--- config.mk ---
export PLATFORM = sky130hd
export DESIGN_NAME = tlsc_shuttle_ctrl
export DESIGN_NICKNAME = d
export VERILOG_FILES = /design/src/logic/tlsc_pkg.sv /design/src/logic/tlsc_shuttle_ctrl.sv
export VERILOG_INCLUDE_DIRS = /design/src /design/src/logic
export SDC_FILE = /design/constraint.sdc
export NUM_CORES = 1
export LEC_CHECK = 0
export BUFFER_PORTS_ARGS = -buffer_cell sky130_fd_sc_hd__buf_2
export CAP_MARGIN = 20
export CORE_MARGIN = 2
export CORE_UTILIZATION = 35
export DETAILED_ROUTE_END_ITERATION = 7
export SYNTH_ARGS = -nofsm -noshare
export SYNTH_HDL_FRONTEND = slang
export SYNTH_SLANG_ARGS = --single-unit
--- constraint.sdc ---
create_clock -name mclk -period 6.2 [get_ports mclk]
set_input_delay 0.93 -clock mclk [delete_from_list [all_inputs] [get_ports mclk]]
set_output_delay 0.93 -clock mclk [all_outputs]
set_load 0.02 [all_outputs]
--- src/logic/tlsc_defines.svh ---
// Constants for the tape low-limit and shuttle control block
`ifndef TLSC_DEFINES_SVH
`define TLSC_DEFINES_SVH
`define TLSC_FOOT_W 16
`define TLSC_CNT_W 29
`define TLSC_A_STATUS 4'h0
`define TLSC_A_LOW_POINT 4'h4
`define TLSC_A_HIGH_POINT 4'h8
`define TLSC_POINT_RST 16'h0000
`define TLSC_CLK_MHZ 100
`define TLSC_L_FLASH_S 5
`define TLSC_BLINK_MS 250
`define TLSC_DIGIT_MAX 4'h9
`endif

--- src/logic/tlsc_pkg.sv ---
// Types shared by the tape low-limit and shuttle control block
package tlsc_pkg;
`include "tlsc_defines.svh"
    typedef struct packed {
        logic       low_limit_key;
        logic       shuttle_key;
        logic       shuttle_set_key;
        logic       track_sequence_key;
        logic       transport_sequence_key;
        logic       display_key;
        logic       fwd_key;
        logic       rev_key;
        logic       stop_key;
        logic       digit_key;
        logic [3:0] digit;
        logic       supply_low;
        logic       takeup_low;
        logic       unspool_override_jumper;
        logic       cal_mode;
        logic [2:0] reverse_end_preset_switch;
        logic [2:0] forward_end_preset_switch;
    } tlsc_panel_t;
    typedef struct packed {
        logic stop;
        logic fwd;
        logic rev;
        logic fast;
    } tlsc_drive_t;
    typedef struct packed {
        logic                     low_sel;
        logic                     shuttle;
        logic [`TLSC_FOOT_W-1:0] low_pt;
        logic [`TLSC_FOOT_W-1:0] high_pt;
        logic [`TLSC_FOOT_W-1:0] footage;
    } tlsc_nv_t;
    typedef enum logic [2:0] {
        drive_at_stored_point = 3'h0,
        drive_at_reel_limit   = 3'h1,
        fast_at_reel_limit    = 3'h2,
        fast_at_stored_point  = 3'h3,
        halt_at_stored_point  = 3'h4
    } tlsc_preset_t;
    typedef enum logic [3:0] {
        mode_none    = 4'h1,
        mode_shuttle = 4'h2,
        mode_track   = 4'h4,
        mode_xseq    = 4'h8
    } tlsc_mode_t;
    typedef enum logic [3:0] {
        ent_idle = 4'h1,
        ent_keys = 4'h2,
        ent_arm  = 4'h4,
        ent_show = 4'h8
    } tlsc_entry_t;
endpackage

--- src/logic/tlsc_shuttle_ctrl.sv ---
// Low-tape stop, shuttle mode and shuttle point entry for the tape transport
// Notes on behaviour
// - Command stop when a reel pack shrinks to about a quarter inch.
// - Low-tape mode lights its indicator and stops at both tape ends outside shuttle and track modes.
// - Driving forward stops near supply empty even unselected, unless jumper out.
// - Low key while lit selects not-low-tape; jumper decides which reel may unspool.
// - Shuttle or track sequence selection deactivates low-tape mode.
// - In transport sequence mode the low-tape event starts a chained recorder.
// - Entering calibrate selects low-tape mode; the low key still leaves it.
// - Low key toggles low-tape; any sequence or shuttle selection exits it.
// - Not low-tape: jumper in stops at supply end only, out ignores both.
// - Shuttle mode drives back and forth between two end points.
// - Points typed or captured from footage, moving or stopped, shown anytime.
// - Shuttle key lights shuttle indicator and overrides the other modes.
// - Low, track or transport sequence key leaves shuttle mode.
// - Set key flashes shuttle indicator; speed keys become digits, echoed.
// - Forward stores low point, reverse high point; display returns to footage.
// - Reel-limit stop beats a shuttle point lying beyond it.
// - Keyboard entry with preset reel-limit switch flashes L for five seconds.
// - Stop during entry discards digits and abandons entry.
// - Display then set key shows a point while its direction key is held.
// - Points change only by new entries, bus writes or power-up restore; presets override stored points.
// - Reverse-end switch selects high-end turnaround or stop behaviour.
// - Forward-end switch selects low-end turnaround or stop behaviour.
// - Low-tape state, shuttle mode, points and footage restore at power-up.
//
// Implementation choices: the plain strobed port and the address map.
`timescale 1ns/10ps
`include "tlsc_defines.svh"
module tlsc_shuttle_ctrl #(
    parameter int unsigned L_CYC     = `TLSC_L_FLASH_S * `TLSC_CLK_MHZ * 1000000,
    parameter int unsigned BLINK_CYC = `TLSC_BLINK_MS * `TLSC_CLK_MHZ * 1000
) (
    input  wire logic                    mclk,
    input  wire logic                    reset_n,
    input  wire tlsc_pkg::tlsc_panel_t   panel_pins,
    input  wire logic [15:0]             footage,
    input  wire logic                    footage_upd,
    input  wire logic                    moving_fwd,
    input  wire logic                    moving_rev,
    input  wire tlsc_pkg::tlsc_nv_t      nv_restore,
    input  wire logic                    nv_load,
    input  wire logic [3:0]              reg_addr,
    input  wire logic [31:0]             reg_wdata,
    input  wire logic                    reg_wr,
    input  wire logic                    reg_rd,
    output logic [31:0]                  reg_rdata,
    output tlsc_pkg::tlsc_drive_t        drive_cmd,
    output logic                         low_limit_indicator,
    output logic                         shuttle_indicator,
    output logic                         speed_keys_as_digits,
    output logic                         chain_start,
    output logic [15:0]                  counter_value,
    output logic                         counter_shows_l,
    output tlsc_pkg::tlsc_nv_t           nv_image
);
    import tlsc_pkg::*;

    localparam int unsigned CW = `TLSC_CNT_W;

    // ------------------------------------------------------------
    // Pin synchronisers
    // ------------------------------------------------------------
    tlsc_panel_t sync1;
    tlsc_panel_t pin;
    tlsc_panel_t pin_q;

    always_ff @(posedge mclk or negedge reset_n) begin
        if (!reset_n) begin
            sync1 <= '0;
            pin   <= '0;
            pin_q <= '0;
        end else begin
            sync1 <= panel_pins;
            pin   <= sync1;
            pin_q <= pin;
        end
    end

    wire p_low  = pin.low_limit_key & ~pin_q.low_limit_key;
    wire p_shuttle_key = pin.shuttle_key & ~pin_q.shuttle_key;
    wire p_set  = pin.shuttle_set_key & ~pin_q.shuttle_set_key;
    wire p_trk  = pin.track_sequence_key & ~pin_q.track_sequence_key;
    wire p_xseq = pin.transport_sequence_key & ~pin_q.transport_sequence_key;
    wire p_display_key = pin.display_key & ~pin_q.display_key;
    wire p_fwd  = pin.fwd_key & ~pin_q.fwd_key;
    wire p_rev  = pin.rev_key & ~pin_q.rev_key;
    wire p_stop = pin.stop_key & ~pin_q.stop_key;
    wire p_dig  = pin.digit_key & ~pin_q.digit_key & (pin.digit <= `TLSC_DIGIT_MAX);
    wire r_dir  = (~pin.fwd_key & pin_q.fwd_key) | (~pin.rev_key & pin_q.rev_key);
    wire cal_up = pin.cal_mode & ~pin_q.cal_mode;
    wire any_p  = p_low | p_shuttle_key | p_trk | p_xseq | p_fwd | p_rev | p_stop | p_dig;

    // ------------------------------------------------------------
    // State
    // ------------------------------------------------------------
    tlsc_mode_t  mode;
    tlsc_entry_t entry;
    tlsc_entry_t next_entry;
    logic [15:0] low_pt;
    logic [15:0] high_pt;
    logic [15:0] foot_r;
    logic [15:0] accum;
    logic        have_dig;
    logic        lt_ev_q;
    logic        blink;
    logic [CW-1:0] blink_cnt;
    logic [CW-1:0] l_cnt;

    // Out-of-range switch codes fall back to plain stored-point shuttling
    wire [2:0] rsw_raw = pin.reverse_end_preset_switch;
    wire [2:0] fsw_raw = pin.forward_end_preset_switch;
    wire tlsc_preset_t rsw = tlsc_preset_t'((rsw_raw > 3'h4) ? 3'h0 : rsw_raw);
    wire tlsc_preset_t fsw = tlsc_preset_t'((fsw_raw > 3'h4) ? 3'h0 : fsw_raw);
    wire rev_lim = (rsw == drive_at_reel_limit) | (rsw == fast_at_reel_limit);
    wire fwd_lim = (fsw == drive_at_reel_limit) | (fsw == fast_at_reel_limit);
    wire preset_lim = rev_lim | fwd_lim;

    // ------------------------------------------------------------
    // Mode selection
    // ------------------------------------------------------------
    wire next_low_sel = (p_shuttle_key | p_trk | p_xseq) ? 1'b0 :
                        p_low  ? ~low_limit_indicator :
                        cal_up ? 1'b1 :
                        low_limit_indicator;
    wire tlsc_mode_t next_mode = p_shuttle_key ? mode_shuttle :
                                 p_trk  ? mode_track :
                                 p_xseq ? mode_xseq :
                                 p_low  ? mode_none :
                                 mode;

    // Track sequence rides on the shuttle machinery
    wire shuttling = (mode == mode_shuttle) | (mode == mode_track);

    // ------------------------------------------------------------
    // Transport decisions
    // ------------------------------------------------------------
    wire eot_hit = moving_fwd & pin.supply_low;
    wire bot_hit = moving_rev & pin.takeup_low;
    wire jmp_in  = pin.unspool_override_jumper;
    wire lt_stop = low_limit_indicator ? (eot_hit | bot_hit) :
                   jmp_in ? eot_hit : 1'b0;
    wire foot_hi = footage_upd & moving_fwd & (footage >= high_pt);
    wire foot_lo = footage_upd & moving_rev & (footage <= low_pt);

    // High end: reel limit turnaround or stored point action
    wire hi_turn = rev_lim ? eot_hit : foot_hi & (rsw != halt_at_stored_point);
    wire hi_fast = (rsw == fast_at_reel_limit) | (rsw == fast_at_stored_point);
    wire hi_halt = (rev_lim ? 1'b0 : eot_hit) |
                   (foot_hi & (rsw == halt_at_stored_point));
    wire lo_turn = fwd_lim ? bot_hit : foot_lo & (fsw != halt_at_stored_point);
    wire lo_fast = (fsw == fast_at_reel_limit) | (fsw == fast_at_stored_point);
    wire lo_halt = (fwd_lim ? 1'b0 : bot_hit) |
                   (foot_lo & (fsw == halt_at_stored_point));

    tlsc_drive_t next_drive;
    always_comb begin
        next_drive = '0;
        if (shuttling) begin
            if (hi_halt | lo_halt) begin
                next_drive.stop = 1'b1;
            end else if (hi_turn) begin
                next_drive.rev  = 1'b1;
                next_drive.fast = hi_fast;
            end else if (lo_turn) begin
                next_drive.fwd  = 1'b1;
                next_drive.fast = lo_fast;
            end
        end else begin
            next_drive.stop = lt_stop;
        end
    end

    wire lt_ev = eot_hit | bot_hit;
    wire next_chain = (mode == mode_xseq) & lt_ev & ~lt_ev_q;

    // ------------------------------------------------------------
    // Point entry and display sequencing
    // ------------------------------------------------------------
    wire [15:0] acc_x10 = 16'((accum << 3) + (accum << 1));
    wire [15:0] acc_dig = 16'(acc_x10 + {12'h000, pin.digit});
    // With no digits typed the live footage is captured instead
    wire [15:0] new_pt  = have_dig ? accum : foot_r;
    wire keys_ok = (entry == ent_keys) & ~p_stop;
    wire st_low  = keys_ok & p_fwd;
    wire st_high = keys_ok & ~p_fwd & p_rev;
    wire l_start = (entry == ent_idle) & ~p_display_key & p_set & preset_lim;

    always_comb begin
        next_entry = entry;
        case (entry)
            ent_idle: begin
                if (p_display_key) begin
                    next_entry = ent_arm;
                end else if (p_set & ~preset_lim) begin
                    next_entry = ent_keys;
                end
            end
            ent_keys: begin
                if (p_stop | p_fwd | p_rev) begin
                    next_entry = ent_idle;
                end
            end
            ent_arm: begin
                if (p_set) begin
                    next_entry = ent_show;
                end else if (any_p | p_display_key) begin
                    next_entry = ent_idle;
                end
            end
            ent_show: begin
                if (r_dir | p_stop) begin
                    next_entry = ent_idle;
                end
            end
            default: begin
                next_entry = ent_idle;
            end
        endcase
    end

    wire [15:0] next_counter = (entry == ent_keys) ? accum :
                               (entry == ent_show & pin.fwd_key) ? low_pt :
                               (entry == ent_show & pin.rev_key) ? high_pt :
                               (l_cnt != '0) ? 16'h0000 :
                               foot_r;

    wire blink_wrap = (blink_cnt == CW'(BLINK_CYC - 1));

    // ------------------------------------------------------------
    // Register port
    // ------------------------------------------------------------
    wire wr_low  = reg_wr & (reg_addr == `TLSC_A_LOW_POINT);
    wire wr_high = reg_wr & (reg_addr == `TLSC_A_HIGH_POINT);
    wire [31:0] status_word = {20'h0_0000, preset_lim, entry, mode,
                               shuttling, lt_stop, low_limit_indicator};
    wire [31:0] rd_mux = (reg_addr == `TLSC_A_STATUS)     ? status_word :
                         (reg_addr == `TLSC_A_LOW_POINT)  ? {16'h0000, low_pt} :
                         (reg_addr == `TLSC_A_HIGH_POINT) ? {16'h0000, high_pt} :
                         32'h0000_0000;

    // ------------------------------------------------------------
    // Registers
    // ------------------------------------------------------------
    always_ff @(posedge mclk or negedge reset_n) begin
        if (!reset_n) begin
            low_limit_indicator <= 1'b0;
            mode                <= mode_none;
        end else if (nv_load) begin
            low_limit_indicator <= nv_restore.low_sel;
            mode <= nv_restore.shuttle ? mode_shuttle : mode_none;
        end else begin
            low_limit_indicator <= next_low_sel;
            mode                <= next_mode;
        end
    end

    // Keyboard entry wins over a bus write in the same cycle
    always_ff @(posedge mclk or negedge reset_n) begin
        if (!reset_n) begin
            low_pt  <= `TLSC_POINT_RST;
            high_pt <= `TLSC_POINT_RST;
        end else if (nv_load) begin
            low_pt  <= nv_restore.low_pt;
            high_pt <= nv_restore.high_pt;
        end else begin
            low_pt  <= st_low ? new_pt : wr_low ? reg_wdata[15:0] : low_pt;
            high_pt <= st_high ? new_pt : wr_high ? reg_wdata[15:0] : high_pt;
        end
    end

    always_ff @(posedge mclk or negedge reset_n) begin
        if (!reset_n) begin
            foot_r <= `TLSC_POINT_RST;
        end else if (nv_load) begin
            foot_r <= nv_restore.footage;
        end else if (footage_upd) begin
            foot_r <= footage;
        end
    end

    always_ff @(posedge mclk or negedge reset_n) begin
        if (!reset_n) begin
            entry    <= ent_idle;
            accum    <= 16'h0000;
            have_dig <= 1'b0;
        end else begin
            entry    <= next_entry;
            accum    <= (next_entry != ent_keys) ? 16'h0000 : p_dig ? acc_dig : accum;
            have_dig <= (next_entry == ent_keys) & (have_dig | p_dig);
        end
    end

    always_ff @(posedge mclk or negedge reset_n) begin
        if (!reset_n) begin
            l_cnt     <= '0;
            blink_cnt <= '0;
            blink     <= 1'b0;
        end else begin
            l_cnt     <= l_start ? CW'(L_CYC) : (l_cnt != '0) ? CW'(l_cnt - 1'b1) : l_cnt;
            blink_cnt <= blink_wrap ? '0 : CW'(blink_cnt + 1'b1);
            blink     <= blink_wrap ? ~blink : blink;
        end
    end

    always_ff @(posedge mclk or negedge reset_n) begin
        if (!reset_n) begin
            drive_cmd            <= '0;
            lt_ev_q              <= 1'b0;
            chain_start          <= 1'b0;
            shuttle_indicator    <= 1'b0;
            speed_keys_as_digits <= 1'b0;
            counter_value        <= 16'h0000;
            counter_shows_l      <= 1'b0;
            nv_image             <= '0;
            reg_rdata            <= 32'h0000_0000;
        end else begin
            drive_cmd            <= next_drive;
            lt_ev_q              <= lt_ev;
            chain_start          <= next_chain;
            shuttle_indicator    <= (next_entry == ent_keys) ? blink : (next_mode == mode_shuttle);
            speed_keys_as_digits <= (next_entry == ent_keys);
            counter_value        <= next_counter;
            counter_shows_l      <= (l_cnt != '0) & blink;
            nv_image             <= '{low_sel: low_limit_indicator, shuttle: (mode == mode_shuttle),
                                      low_pt: low_pt, high_pt: high_pt, footage: foot_r};
            reg_rdata            <= reg_rd ? rd_mux : 32'h0000_0000;
        end
    end

    // ------------------------------------------------------------
    // Checks
    // ------------------------------------------------------------
    chk_low_both_ends: assert property (@(posedge mclk) disable iff (!reset_n)
        !shuttling && low_limit_indicator && (eot_hit || bot_hit) |=> drive_cmd.stop)
        else $error("low-tape mode did not stop at a tape end");
    chk_jumper_eot: assert property (@(posedge mclk) disable iff (!reset_n)
        !shuttling && !low_limit_indicator && jmp_in && eot_hit |=> drive_cmd.stop)
        else $error("forward supply-end stop missing with jumper in");
    chk_jumper_free: assert property (@(posedge mclk) disable iff (!reset_n)
        !shuttling && !low_limit_indicator && !jmp_in |=> !drive_cmd.stop)
        else $error("stop issued with jumper out and low-tape off");
    chk_shuttle_entry: assert property (@(posedge mclk) disable iff (!reset_n)
        p_shuttle_key && !nv_load |=> mode == mode_shuttle && !low_limit_indicator ##1 shuttle_indicator || entry == ent_keys)
        else $error("shuttle key did not take over");
    chk_low_key_exit: assert property (@(posedge mclk) disable iff (!reset_n)
        p_low && !p_shuttle_key && !p_trk && !p_xseq && !nv_load |=>
        mode == mode_none && low_limit_indicator == !$past(low_limit_indicator))
        else $error("low key did not leave sequence modes");
    chk_chain_pulse: assert property (@(posedge mclk) disable iff (!reset_n)
        mode == mode_xseq && lt_ev && !lt_ev_q |=> chain_start ##1 !chain_start)
        else $error("chained start pulse wrong");
    chk_low_store: assert property (@(posedge mclk) disable iff (!reset_n)
        st_low && have_dig && !nv_load |=> low_pt == $past(accum) && entry == ent_idle)
        else $error("forward key did not store low point");
    chk_stop_discard: assert property (@(posedge mclk) disable iff (!reset_n)
        entry == ent_keys && p_stop && !reg_wr && !nv_load |=> entry == ent_idle && $stable(low_pt) && $stable(high_pt))
        else $error("stop during entry changed a point");
    chk_l_timer: assert property (@(posedge mclk) disable iff (!reset_n)
        l_start |=> l_cnt == CW'(L_CYC) && entry == ent_idle)
        else $error("letter L timer not started");
    chk_cal_low: assert property (@(posedge mclk) disable iff (!reset_n)
        cal_up && !p_low && !p_shuttle_key && !p_trk && !p_xseq && !nv_load |=> low_limit_indicator)
        else $error("calibrate did not select low-tape");
    chk_rev_point: assert property (@(posedge mclk) disable iff (!reset_n)
        shuttling && rsw == drive_at_stored_point && foot_hi && !eot_hit && !bot_hit |=> drive_cmd.rev && !drive_cmd.fast)
        else $error("high point did not reverse");
    chk_fwd_fast: assert property (@(posedge mclk) disable iff (!reset_n)
        shuttling && fsw == fast_at_stored_point && foot_lo && !eot_hit && !bot_hit |=> drive_cmd.fwd && drive_cmd.fast)
        else $error("low point did not fast forward");
    chk_limit_wins: assert property (@(posedge mclk) disable iff (!reset_n)
        shuttling && eot_hit && !rev_lim |=> drive_cmd.stop && !drive_cmd.rev)
        else $error("reel limit did not override shuttle");
    chk_show_low: assert property (@(posedge mclk) disable iff (!reset_n)
        entry == ent_show && pin.fwd_key |=> counter_value == $past(low_pt))
        else $error("held forward key did not show low point");
endmodule // tlsc_shuttle_ctrl

==> out/summary.txt, run 1 <==
DP HPWL = 27.72 mm
ANT nets after route = 0
Synth Instances = 1303
DRT Pass-1 Iters = 6
Average wire per standard cell = 18.56 um
H-tree depth = 2
Count leader, synth = dfrtp_1
Setup CP Type = reg2reg
Leakage = 0.007519 uW
Initial Util = 0.3526
Most frequent CP cell = fa_1
RSZ-0062 raised after global routing = no
Std cell rows = 71
Worst Max-Slew Pin Slew = 955.6 ps
Most used DFF post-synth = dfrtp_1
Ys Warns = 0
DRC violations left = 0
Max-cap viol count = 0
Die outline area = 39240 um^2
Die X = 198.1 um
Latest clock arrival within the worst-skew pair = 530 ps
Slack of the critical path = 3049 ps
Via/cell ratio = 5.116
Final Hold Fails = 0
Hold_buf cts = 0
Nets = 1699
Post-synth EDFFs = 0
CTS tree = yes
Largest net degree at the start of global routing = 116
HP Class = reg2reg
# IOs = 241
Synth area leaders = dfrtp_1 53%, ha_1 5.7%, a21oi_1 4.4%
Placed cell areas = 14730 um^2
I/O Buffers = 208
Final setup viols = 0
Area delta synth->final = 21.24%
Vias in the first global route = 10031
Syn_area_per_cell = 10.12 um^2
Synth cell types = 65
GRT Total Usage = 0.1950
CP Max Fanout = 5
CP Data Required Time = 6610 ps
Worst-path clk slew = 60 ps
Fin crit share = 0.5082
Global route overflow = 0
Post-synth top area cell = dfrtp_1
Sequence of cells on the critical path = fa_1, inv_1, fa_1, nor2b_1, o21ai_0, a21boi_0, o211ai_1, a31oi_1, nor2_1, a211o_1
Peak supply drop = 0.0001953 V
Kind of cell adding the most delay to the critical path = compound AO/OA/AOI/OAI gates
Antenna violations before repair = 7
Register bit total from synthesis = 283
Asr flop ratio synth = 1.000
Finished Cell Area = 15990 um^2
Min Hold Slack = 341.1 ps
Slew HR = 0.3614
Peak Freq = 317.4 MHz
Final TNS setup = 0 ps
# clock sinks = 283
Clock Root Buffer = clkbuf_16
Die Ht = 198.1 um
WL final = 37.83 mm
GPL Wtd Cong = 0.8595
CP max stage cell = fa_1
CTS buffer count = 34
Register area share after synthesis = 0.5372
Top post-synthesis cells by count = 281 x dfrtp_1, 124 x nor2_1, 121 x nand2_1
CP max stage delay = 540 ps
Worst Path Arrival = 3570 ps
CTS Buffer Depth = 3
Crit end category = register
Area share of the largest cell type after synthesis = 0.5333
PwrDens = 310.7 nW/um^2
Setup bufs post-CTS = 0
WP buf/inv = 1
Total number of vias = 10432
Initial DRC count = 719
Status = complete, no violations
Worst Skew = 21.05 ps
Mapped Area = 13190 um^2
First-pass GRT wire length = 57.72 mm
Core box area = 37400 um^2
Share of layout cells above drive strength 1 = 0.1979
Cts repair resizes = 0
Max-slew violations = 0
Setup WS pre-CTS = 2738 ps
Worst setup SP type = register
Final min period = 3151 ps
routing by layer:
metal / share of wire / GRT usage
met1: 0.43 / 0.2608
met5: 0.0010 / 0
met4: 0.051 / 0.09997
met2: 0.44 / 0.2953
met3: 0.073 / 0.04548
where the power goes:
| group | leakage (uW) | switching, uW | internal (uW) |
|---|---|---|---|
| sequential | 0.00347 | 191 | 2030 |
| combinational | 0.00346 | 404 | 250 |
| clock | 0.000583 | 784 | 1310 |
worst paths after layout:
| path | slack, ps | cells past startpoint | to | start |
|---|---|---|---|---|
| worst min register to register | 340 | 0 | pin[11]$_DFF_PN0_ | sync1[11]$_DFF_PN0_ |
| worst max register to register | 3050 | 10 | accum[14]$_DFFE_PN0P_ | accum[2]$_DFFE_PN0P_ |
| min in group asynchronous | 460 | 1 | speed_keys_as_digits$_DFF_PN0_ | reset_n |
| worst min-delay path | 340 | 0 | pin[11]$_DFF_PN0_ | sync1[11]$_DFF_PN0_ |
| max in group asynchronous | 4460 | 2 | blink_cnt[2]$_DFF_PN0_ | reset_n |
| worst max-delay path | 3050 | 10 | accum[14]$_DFFE_PN0P_ | accum[2]$_DFFE_PN0P_ |
placed cells by master, fill, tap and decap left out, types with 8 or more instances in the layout:
cell / count
a211oi_1: 37
a21o_1: 8
a21oi_1: 115
and3_1: 15
buf_2: 206
buf_4: 11
clkbuf_16: 35
clkbuf_8: 9
conb_1: 16
dfrtp_1: 281
ha_1: 60
inv_1: 50
mux2i_1: 32
nand2_1: 121
nand2b_1: 11
nand3_1: 26
nand4_1: 16
nor2_1: 123
nor2b_1: 20
nor3_1: 26
nor4_1: 13
o21ai_0: 100
o221ai_1: 17
or3_1: 14
xnor2_1: 31
xor2_1: 18
cells by family (layout without fill, tap and decap cells):
kind of cell | Yosys count | count (layout) | share of synthesized area
flip-flops | 283 | 283 | 0.5372
adder cells (fa/ha/maj) | 62 | 62 | 0.05997
buffers and inverters | 124 | 332 | 0.04052
AND/OR/NAND/NOR | 426 | 426 | 0.1573
other | 1 | 18 | 0.0002844
AO/OA/AOI/OAI | 326 | 326 | 0.1478
XOR/XNOR | 49 | 49 | 0.03255
multiplexers | 32 | 32 | 0.02429
worst register-to-register path: cells and delay by family, from the launching register on:
kind	cells	cell delay [ps]
AO/OA/AOI/OAI	5	1280
adder cells (fa/ha/maj)	2	980
AND/OR/NAND/NOR	2	240
buffers and inverters	1	70
flip-flops	1	460
metrics by stage:
step / total power (uW) / util / instances
global placement: 2877 / 0.3937 / 1975
CTS: 5019 / 0.4255 / 2034
global route: 5200 / 0.4274 / 2037
detailed placement: 2901 / 0.3937 / 1975
finish: 4967 / 0.4275 / 2039
floorplan: 2603 / - / 1318
cell type report:
type                            count  area [um^2]
Clock inverter                     11        172.7
Inverter                           51        191.4
Timing Repair Buffer              222         1219
Sequential cell                   283         7084
Clock buffer                       48         1015
Multi-Input combinational cell    911         5662
Fill cell                        3582        21410
Tap cell                          511        639.4
Antenna cell                        2        5.005
registers in the layout (all words and copies together) (netlist names), 4 cells and up:
| register | flops |
|---|---|
| l_cnt | 29 |
| low_pt | 16 |
| mode | 4 |
| accum | 16 |
| pin_q | 11 |
| drive_cmd | 4 |
| foot_r | 16 |
| sync1 | 24 |
| reg_rdata | 16 |
| entry | 4 |
| blink_cnt | 29 |
| nv_image | 50 |
| counter_value | 16 |
| pin | 17 |
| high_pt | 16 |
No activity file was read; power rests on OpenSTA's default activity.
==> run 2: changes to the inputs <==
==> constraint.sdc (replaced) <==
create_clock -name mclk -period 2.65 [get_ports mclk]
set_input_delay 0.3975 -clock mclk [delete_from_list [all_inputs] [get_ports mclk]]
set_output_delay 0.3975 -clock mclk [all_outputs]
set_load 0.02 [all_outputs]
==> run 2 against run 1 <==
  * Die area did not move
  * Clock skew fell by 6.7 ps
  * Sequential share of layout area fell by 2.0 points
  * Highest routed layer is now met4
  * Global-route usage rose by 0.88 points
  * Non-clock buffer count rose by 100
  * Critical path type unchanged
  * Critical endpoint unchanged
  * Via count rose by 4.3%
  * Fmax rose by 20%
  * Sequential power rose by 130%
==> out/summary.txt, run 2 (same netlist as run 1, synthesis figures left out) <==
Share of layout cells above drive strength 1 = 0.2451 (+0.04716)
WP buf/inv = 1 (unchanged)
Nets = 1796 (+5.7%)
Antenna violations before repair = 2 (-5)
Via/cell ratio = 5.101 (-0.29%)
Kind of cell adding the most delay to the critical path = adder cells
Die X = 198.1 um (unchanged)
Final Hold Fails = 0 (unchanged)
Fin crit share = 0.9885 (+0.4803)
CTS buffer count = 31 (-8.8%)
Final TNS setup = 0 ps (unchanged)
Most common cell after layout, fill and taps aside = dfrtp_1
Final min period = 2619 ps (-531.4 ps)
# placed instances = 2047 (+3.6%)
Vias in the first global route = 10770 (+7.4%)
DRC violations left = 0 (unchanged)
DRT Pass-1 Iters = 5 (-1)
Worst Path Arrival = 3080 ps (-490 ps)
# clock sinks = 283 (unchanged)
Die Ht = 198.1 um (unchanged)
Fin cells = 2133 (+4.6%)
First-pass GRT wire length = 61.10 mm (+5.9%)
CP Max Fanout = 2 (-3)
# IOs = 241 (unchanged)
Global route overflow = 0 (unchanged)
Die outline area = 39240 um^2 (unchanged)
Core box area = 37400 um^2 (unchanged)
Total number of vias = 10881 (+4.3%)
Clock Root Buffer = clkbuf_16
RSZ-0062 raised after global routing = yes
Worst-path clk slew = 60 ps (about the same)
Setup CP Type = reg2reg
CP max stage delay = 600 ps (+60 ps)
Peak supply drop = 0.0004933 V (+150%)
Worst Max-Slew Pin Slew = 672.5 ps (-283.0 ps)
HP Class = in2reg
Sequence of cells on the critical path = fa_2, inv_2, fa_2, nor2b_4, o21ai_2, a21boi_2, o211ai_1, a31oi_2, nor2_1, a211o_1
GPL Wtd Cong = 0.8905 (+3.6%)
DP HPWL = 29.86 mm (+7.7%)
Std cell rows = 71 (unchanged)
Largest net degree at the start of global routing = 85 (-27%)
H-tree depth = 1 (-1)
Initial DRC count = 707 (-1.7%)
Tot Pwr = 10960 uW (+120%)
Leakage = 0.007868 uW (+4.6%)
PwrDens = 655.0 nW/um^2 (+110%)
Worst Skew = 14.33 ps (-6.719 ps)
CTS Buffer Depth = 3 (unchanged)
GRT Total Usage = 0.2038 (+0.008848)
Initial Util = 0.3526 (unchanged)
CTS tree = yes
Status = complete, no violations
Top reg by flops = nv_image
I/O Buffers = 208 (unchanged)
Peak Freq = 381.8 MHz (+20%)
Worst setup SP type = register
Slew HR = 0.5516 (+0.1902)
Most frequent CP cell = fa_2
ANT nets after route = 0 (unchanged)
Top Registers = nv_image x50, blink_cnt x29, l_cnt x29
Average wire per standard cell = 18.75 um (+1.1%)
Max-cap viol count = 0 (unchanged)
Area delta synth->final = 26.89%
Final Util = 0.4474 (+0.01991)
CP max stage cell = fa_2
WL final = 39.99 mm (+5.7%)
Max-slew violations = 0 (unchanged)
CP Data Required Time = 3110 ps (-3500 ps)
Highest-count cells in the layout ignoring fill and taps = 281 x dfrtp_1, 206 x buf_2, 123 x nor2_1, 121 x nand2_1, 115 x a21oi_1
Final setup viols = 0 (unchanged)
Max reg flops = 50 (unchanged)
Latest clock arrival within the worst-skew pair = 580 ps (+50 ps)
Crit end category = register
## run 2: cell count changes in the layout (fill, tap and decap cells not counted), moves of 5 or more
cell	previous run	this run
buf_12	1	6
dlygate4sd3_1	0	25
clkinv_2	2	8
ha_1	60	54
buf_4	11	82
ha_4	0	5
## run 2: report_power, final
group          total (uW)  switching [uW]  internal, uW
Clock                4090            1800          2290
Combinational        1750            1040           710
Sequential           5120             373          4750
Total               11000            3210          7750
## run 2: worst register-to-register path: cells and delay by family, from the launching register on
family	cells	cell delay, ps
AOI/OAI and AO/OA	5	840
buffers and inverters	1	40
adders and majority gates	2	1020
and+or+nand+nor	2	220
DFF	1	410
## run 2: layer usage
layer / track usage / part of all wire / vias to the layer above
met5: 0 / 0 / -
met4: 0.08995 / 0.046 / 0
met3: 0.03662 / 0.062 / 94
met2: 0.3296 / 0.46 / 369
met1: 0.2677 / 0.43 / 5254
li1: - / - / 5164
## run 2: repair_timing
action,4_1_cts,5_1_grt
gates resized for setup,19,14
hold endpoints to repair,55,0
buffers inserted,8,1
hold buffers,25,0
pin swaps,9,17
cloned,0,0
endpoints found under the setup margin,7,15
## run 2: layout make-up
type                            instances  area, um^2
Fill cell                            3577       20670
Antenna cell                            2       5.005
Multi-Input combinational cell        911        5804
Tap cell                              511       639.4
Inverter                               51       191.4
Sequential cell                       283        7084
Clock buffer                           39       865.8
Timing Repair Buffer                  322        2054
Clock inverter                         14       87.58
## run 2: worst paths after layout
| check | startpoint | to | slack (ps) | cells after the start |
|---|---|---|---|---|
| hold / removal | nv_restore[7] | foot_r[7]$_DFFE_PN0P_ | 30 | 3 |
| setup reg to reg | pin[13]$_DFF_PN0_ | accum[14]$_DFFE_PN0P_ | 30 | 10 |
| hold reg to reg | sync1[19]$_DFF_PN0_ | pin[19]$_DFF_PN0_ | 350 | 0 |
| setup / recovery | pin[13]$_DFF_PN0_ | accum[14]$_DFFE_PN0P_ | 30 | 10 |
| max in group asynchronous | reset_n | blink_cnt[6]$_DFF_PN0_ | 1560 | 3 |
| min in group asynchronous | reset_n | speed_keys_as_digits$_DFF_PN0_ | 290 | 2 |
## run 2: through the flow
| step | cell area, um^2 | setup WS, ps | hold WS (ps) |
|---|---|---|---|
| 6_report | 16730 | 30.53 | 27.02 |
| 5_1_grt | 16730 | -120.2 | 18.33 |
| 4_1_cts | 16670 | -18.92 | 6.575 |
| 3_5_place_dp | 15320 | -190.9 | 292.7 |
| 3_3_place_gp | 15320 | -135.1 | 299.0 |
| 2_1_floorplan | 13240 | 17.01 | 101.9 |
==> run 3: changes to the inputs <==
--- a/config.mk
+++ b/config.mk
@@ -9,8 +9,10 @@
 export BUFFER_PORTS_ARGS = -buffer_cell sky130_fd_sc_hd__buf_2
 export CAP_MARGIN = 20
 export CORE_MARGIN = 2
-export CORE_UTILIZATION = 35
+export CORE_UTILIZATION = 51
 export DETAILED_ROUTE_END_ITERATION = 7
+export PLACE_DENSITY = 0.77
+export REMOVE_ABC_BUFFERS = 1
 export SYNTH_ARGS = -nofsm -noshare
 export SYNTH_HDL_FRONTEND = slang
 export SYNTH_SLANG_ARGS = --single-unit
==> run 3 against run 2 <==
  * Sequential share of layout area rose by 1.1 points
  * Count of clock-buffer cells in the layout down 6
  * Final cell count down 9.8%
  * Clock power is 6.1% higher
  * Wire length down 11%
  * Setup slack improved by 19 ps
  * Fmax is 0.72% higher
  * Final area fell by 2.4%
  * First-iteration DRC count up 35%
  * Combinational power decreased by 5%
  * Critical path type unchanged
  * Critical endpoint unchanged
==> out/summary.txt, run 3 (same netlist as run 1, synthesis figures left out) <==
Max-slew violations = 0 (unchanged)
Leakage = 0.007787 uW (-1.0%)
Slew HR = 0.5072 (-0.04440)
Average wire per standard cell = 18.52 um (-1.2%)
Initial DRC count = 951 (+35%)
ANT nets after route = 0 (unchanged)
Worst-path clk slew = 60 ps (about the same)
Peak Freq = 384.5 MHz (+0.72%)
Global route overflow = 0 (unchanged)
Worst Path Arrival = 3030 ps (-50 ps)
Finished Cell Area = 16320 um^2 (-2.4%)
First-pass GRT wire length = 55.82 mm (-8.6%)
Worst Skew = 10.30 ps (-4.027 ps)
# fillers = 1975 (-45%)
Slack of the critical path = 49.22 ps (+18.69 ps)
Worst setup SP type = register
Final min period = 2601 ps (-18.69 ps)
DRT Pass-1 Iters = 5 (unchanged)
Worst Max-Slew Pin Slew = 731.4 ps (+58.88 ps)
RSZ-0062 raised after global routing = yes
Top reg by flops = nv_image
Hold Startpoint = nv_restore[48]
Final setup viols = 0 (unchanged)
Final Hold Fails = 0 (unchanged)
Highest-count cells in the layout ignoring fill and taps = 281 x dfrtp_1, 206 x buf_2, 123 x nor2_1, 121 x nand2_1, 112 x a21oi_1
Placed cell areas = 14900 um^2 (-2.7%)
PwrDens = 681.5 nW/um^2 (+4.1%)
Max-cap viol count = 0 (unchanged)
Largest net degree at the start of global routing = 73 (-14%)
GRT Total Usage = 0.2644 (+0.06055)
Total number of vias = 11066 (+1.7%)
Max reg flops = 50 (unchanged)
Fin cells = 1924 (-9.8%)
Setup CP Type = reg2reg
Die Ht = 164.8 um (-17%)
WL final = 35.64 mm (-11%)
Crit end category = register
CP Data Required Time = 3080 ps (-30 ps)
CP Max Fanout = 2 (unchanged)
DP HPWL = 25.24 mm (-15%)
Setup WS pre-CTS = -231.3 ps (-40.35 ps)
CTS buffer count = 28 (-9.7%)
Status = complete, no violations
H-tree depth = 1 (unchanged)
Clock Root Buffer = clkbuf_16
Worst setup startpoint = pin[13]$_DFF_PN0_
Worst reg2reg path startpoint = pin[13]$_DFF_PN0_
Die X = 164.8 um (-17%)
# IOs = 241 (unchanged)
# clock sinks = 283 (unchanged)
GPL Wtd Cong = 0.9476 (+6.4%)
DRC violations left = 0 (unchanged)
Area delta synth->final = 23.79%
Share of layout cells above drive strength 1 = 0.2298 (-0.01531)
Peak supply drop = 0.0004813 V (-2.4%)
I/O Buffers = 208 (unchanged)
Core box area = 25250 um^2 (-32%)
Final Util = 0.6464 (+0.1990)
Std cell rows = 58 (-18%)
HP Class = in2reg
Vias in the first global route = 10650 (-1.1%)
# placed instances = 1842 (-10%)
Most common cell after layout, fill and taps aside = dfrtp_1
Top Registers = nv_image x50, blink_cnt x29, l_cnt x29
Via/cell ratio = 5.752 (+13%)
CTS tree = yes
Latest clock arrival within the worst-skew pair = 550 ps (-30 ps)
Fin crit share = 0.9814 (-0.007052)
CTS Buffer Depth = 3 (unchanged)
Nets = 1768 (-1.6%)
Initial Util = 0.5221 (+0.1696)
Die outline area = 27160 um^2 (-31%)
Antenna violations before repair = 1 (-1)
## run 3: changes by cell type in the layout (fill, tap and decap cells not counted), sizes merged
cell      change
buf          -25
bufinv        +6
clkbuf        -6
clkinvlp      -3
diode         -1
inv           +1
## run 3: routing by layer
| metal | routed length, um | vias to the layer above | track usage |
|---|---|---|---|
| met1 | 14970 | 5379 | 0.3727 |
| met4 | 986 | 0 | 0.07905 |
| met2 | 16680 | 500 | 0.4256 |
| li1 | - | 5108 | - |
| met5 | 0 | - | 0 |
| met3 | 3008 | 79 | 0.04194 |
## run 3: power by group
part	internal [uW]	leakage (uW)	switching, uW
Clock	2620	0.000502	1720
Sequential	4740	0.00347	378
Combinational	672	0.00381	988
## run 3: path summary, 6_finish.rpt
path / to / slack (ps) / cells after the start
worst max-delay path: accum[14]$_DFFE_PN0P_ / 50 / 10
worst max register to register: accum[14]$_DFFE_PN0P_ / 50 / 10
worst min register to register: pin[11]$_DFF_PN0_ / 340 / 0
worst min-delay path: mode[0]$_DFF_PN1_ / 20 / 2
min in group asynchronous: foot_r[4]$_DFFE_PN0P_ / 400 / 2
max in group asynchronous: l_cnt[20]$_DFFE_PN0P_ / 1480 / 3
## run 3: per-stage QoR
stage	power (uW)	hold WS [ps]	TNS, ps
after floorplan	6031	101.9	-47270
after global placement	6722	335.2	-359.3
after detailed placement	6786	335.5	-1145
after CTS	11160	4.542	0
after global routing	11600	16.88	-86.50
final	11120	20.30	0
## run 3: critical path: stages (launching register included)
cell      delay [ps]
dfrtp_1          400
fa_1             580
inv_1             60
fa_2             370
nor2b_4          140
o21ai_2           80
a21boi_2         180
o211ai_1         150
a31oi_1          200
nor2_1            70
a211o_1          270
## run 3: layout make-up
type	count	area (um^2)	share of cell area
inverter	51	191.4	0.01173
clock inverter	18	269.0	0.01648
clock buffer	33	749.5	0.04591
timing repair buffer	297	1847	0.1131
multi-input combinational	911	5767	0.3533
sequential	283	7084	0.4340
tap	330	412.9	0.02530
antenna	1	2.502	0.0001533
## run 3: what timing repair did
item	4_1_cts	5_1_grt
gates resized for setup	9	19
endpoints found under the setup margin	8	16
hold endpoints to repair	83	0
hold buffers	25	0
setup buffers	3	2
pin swaps	10	13
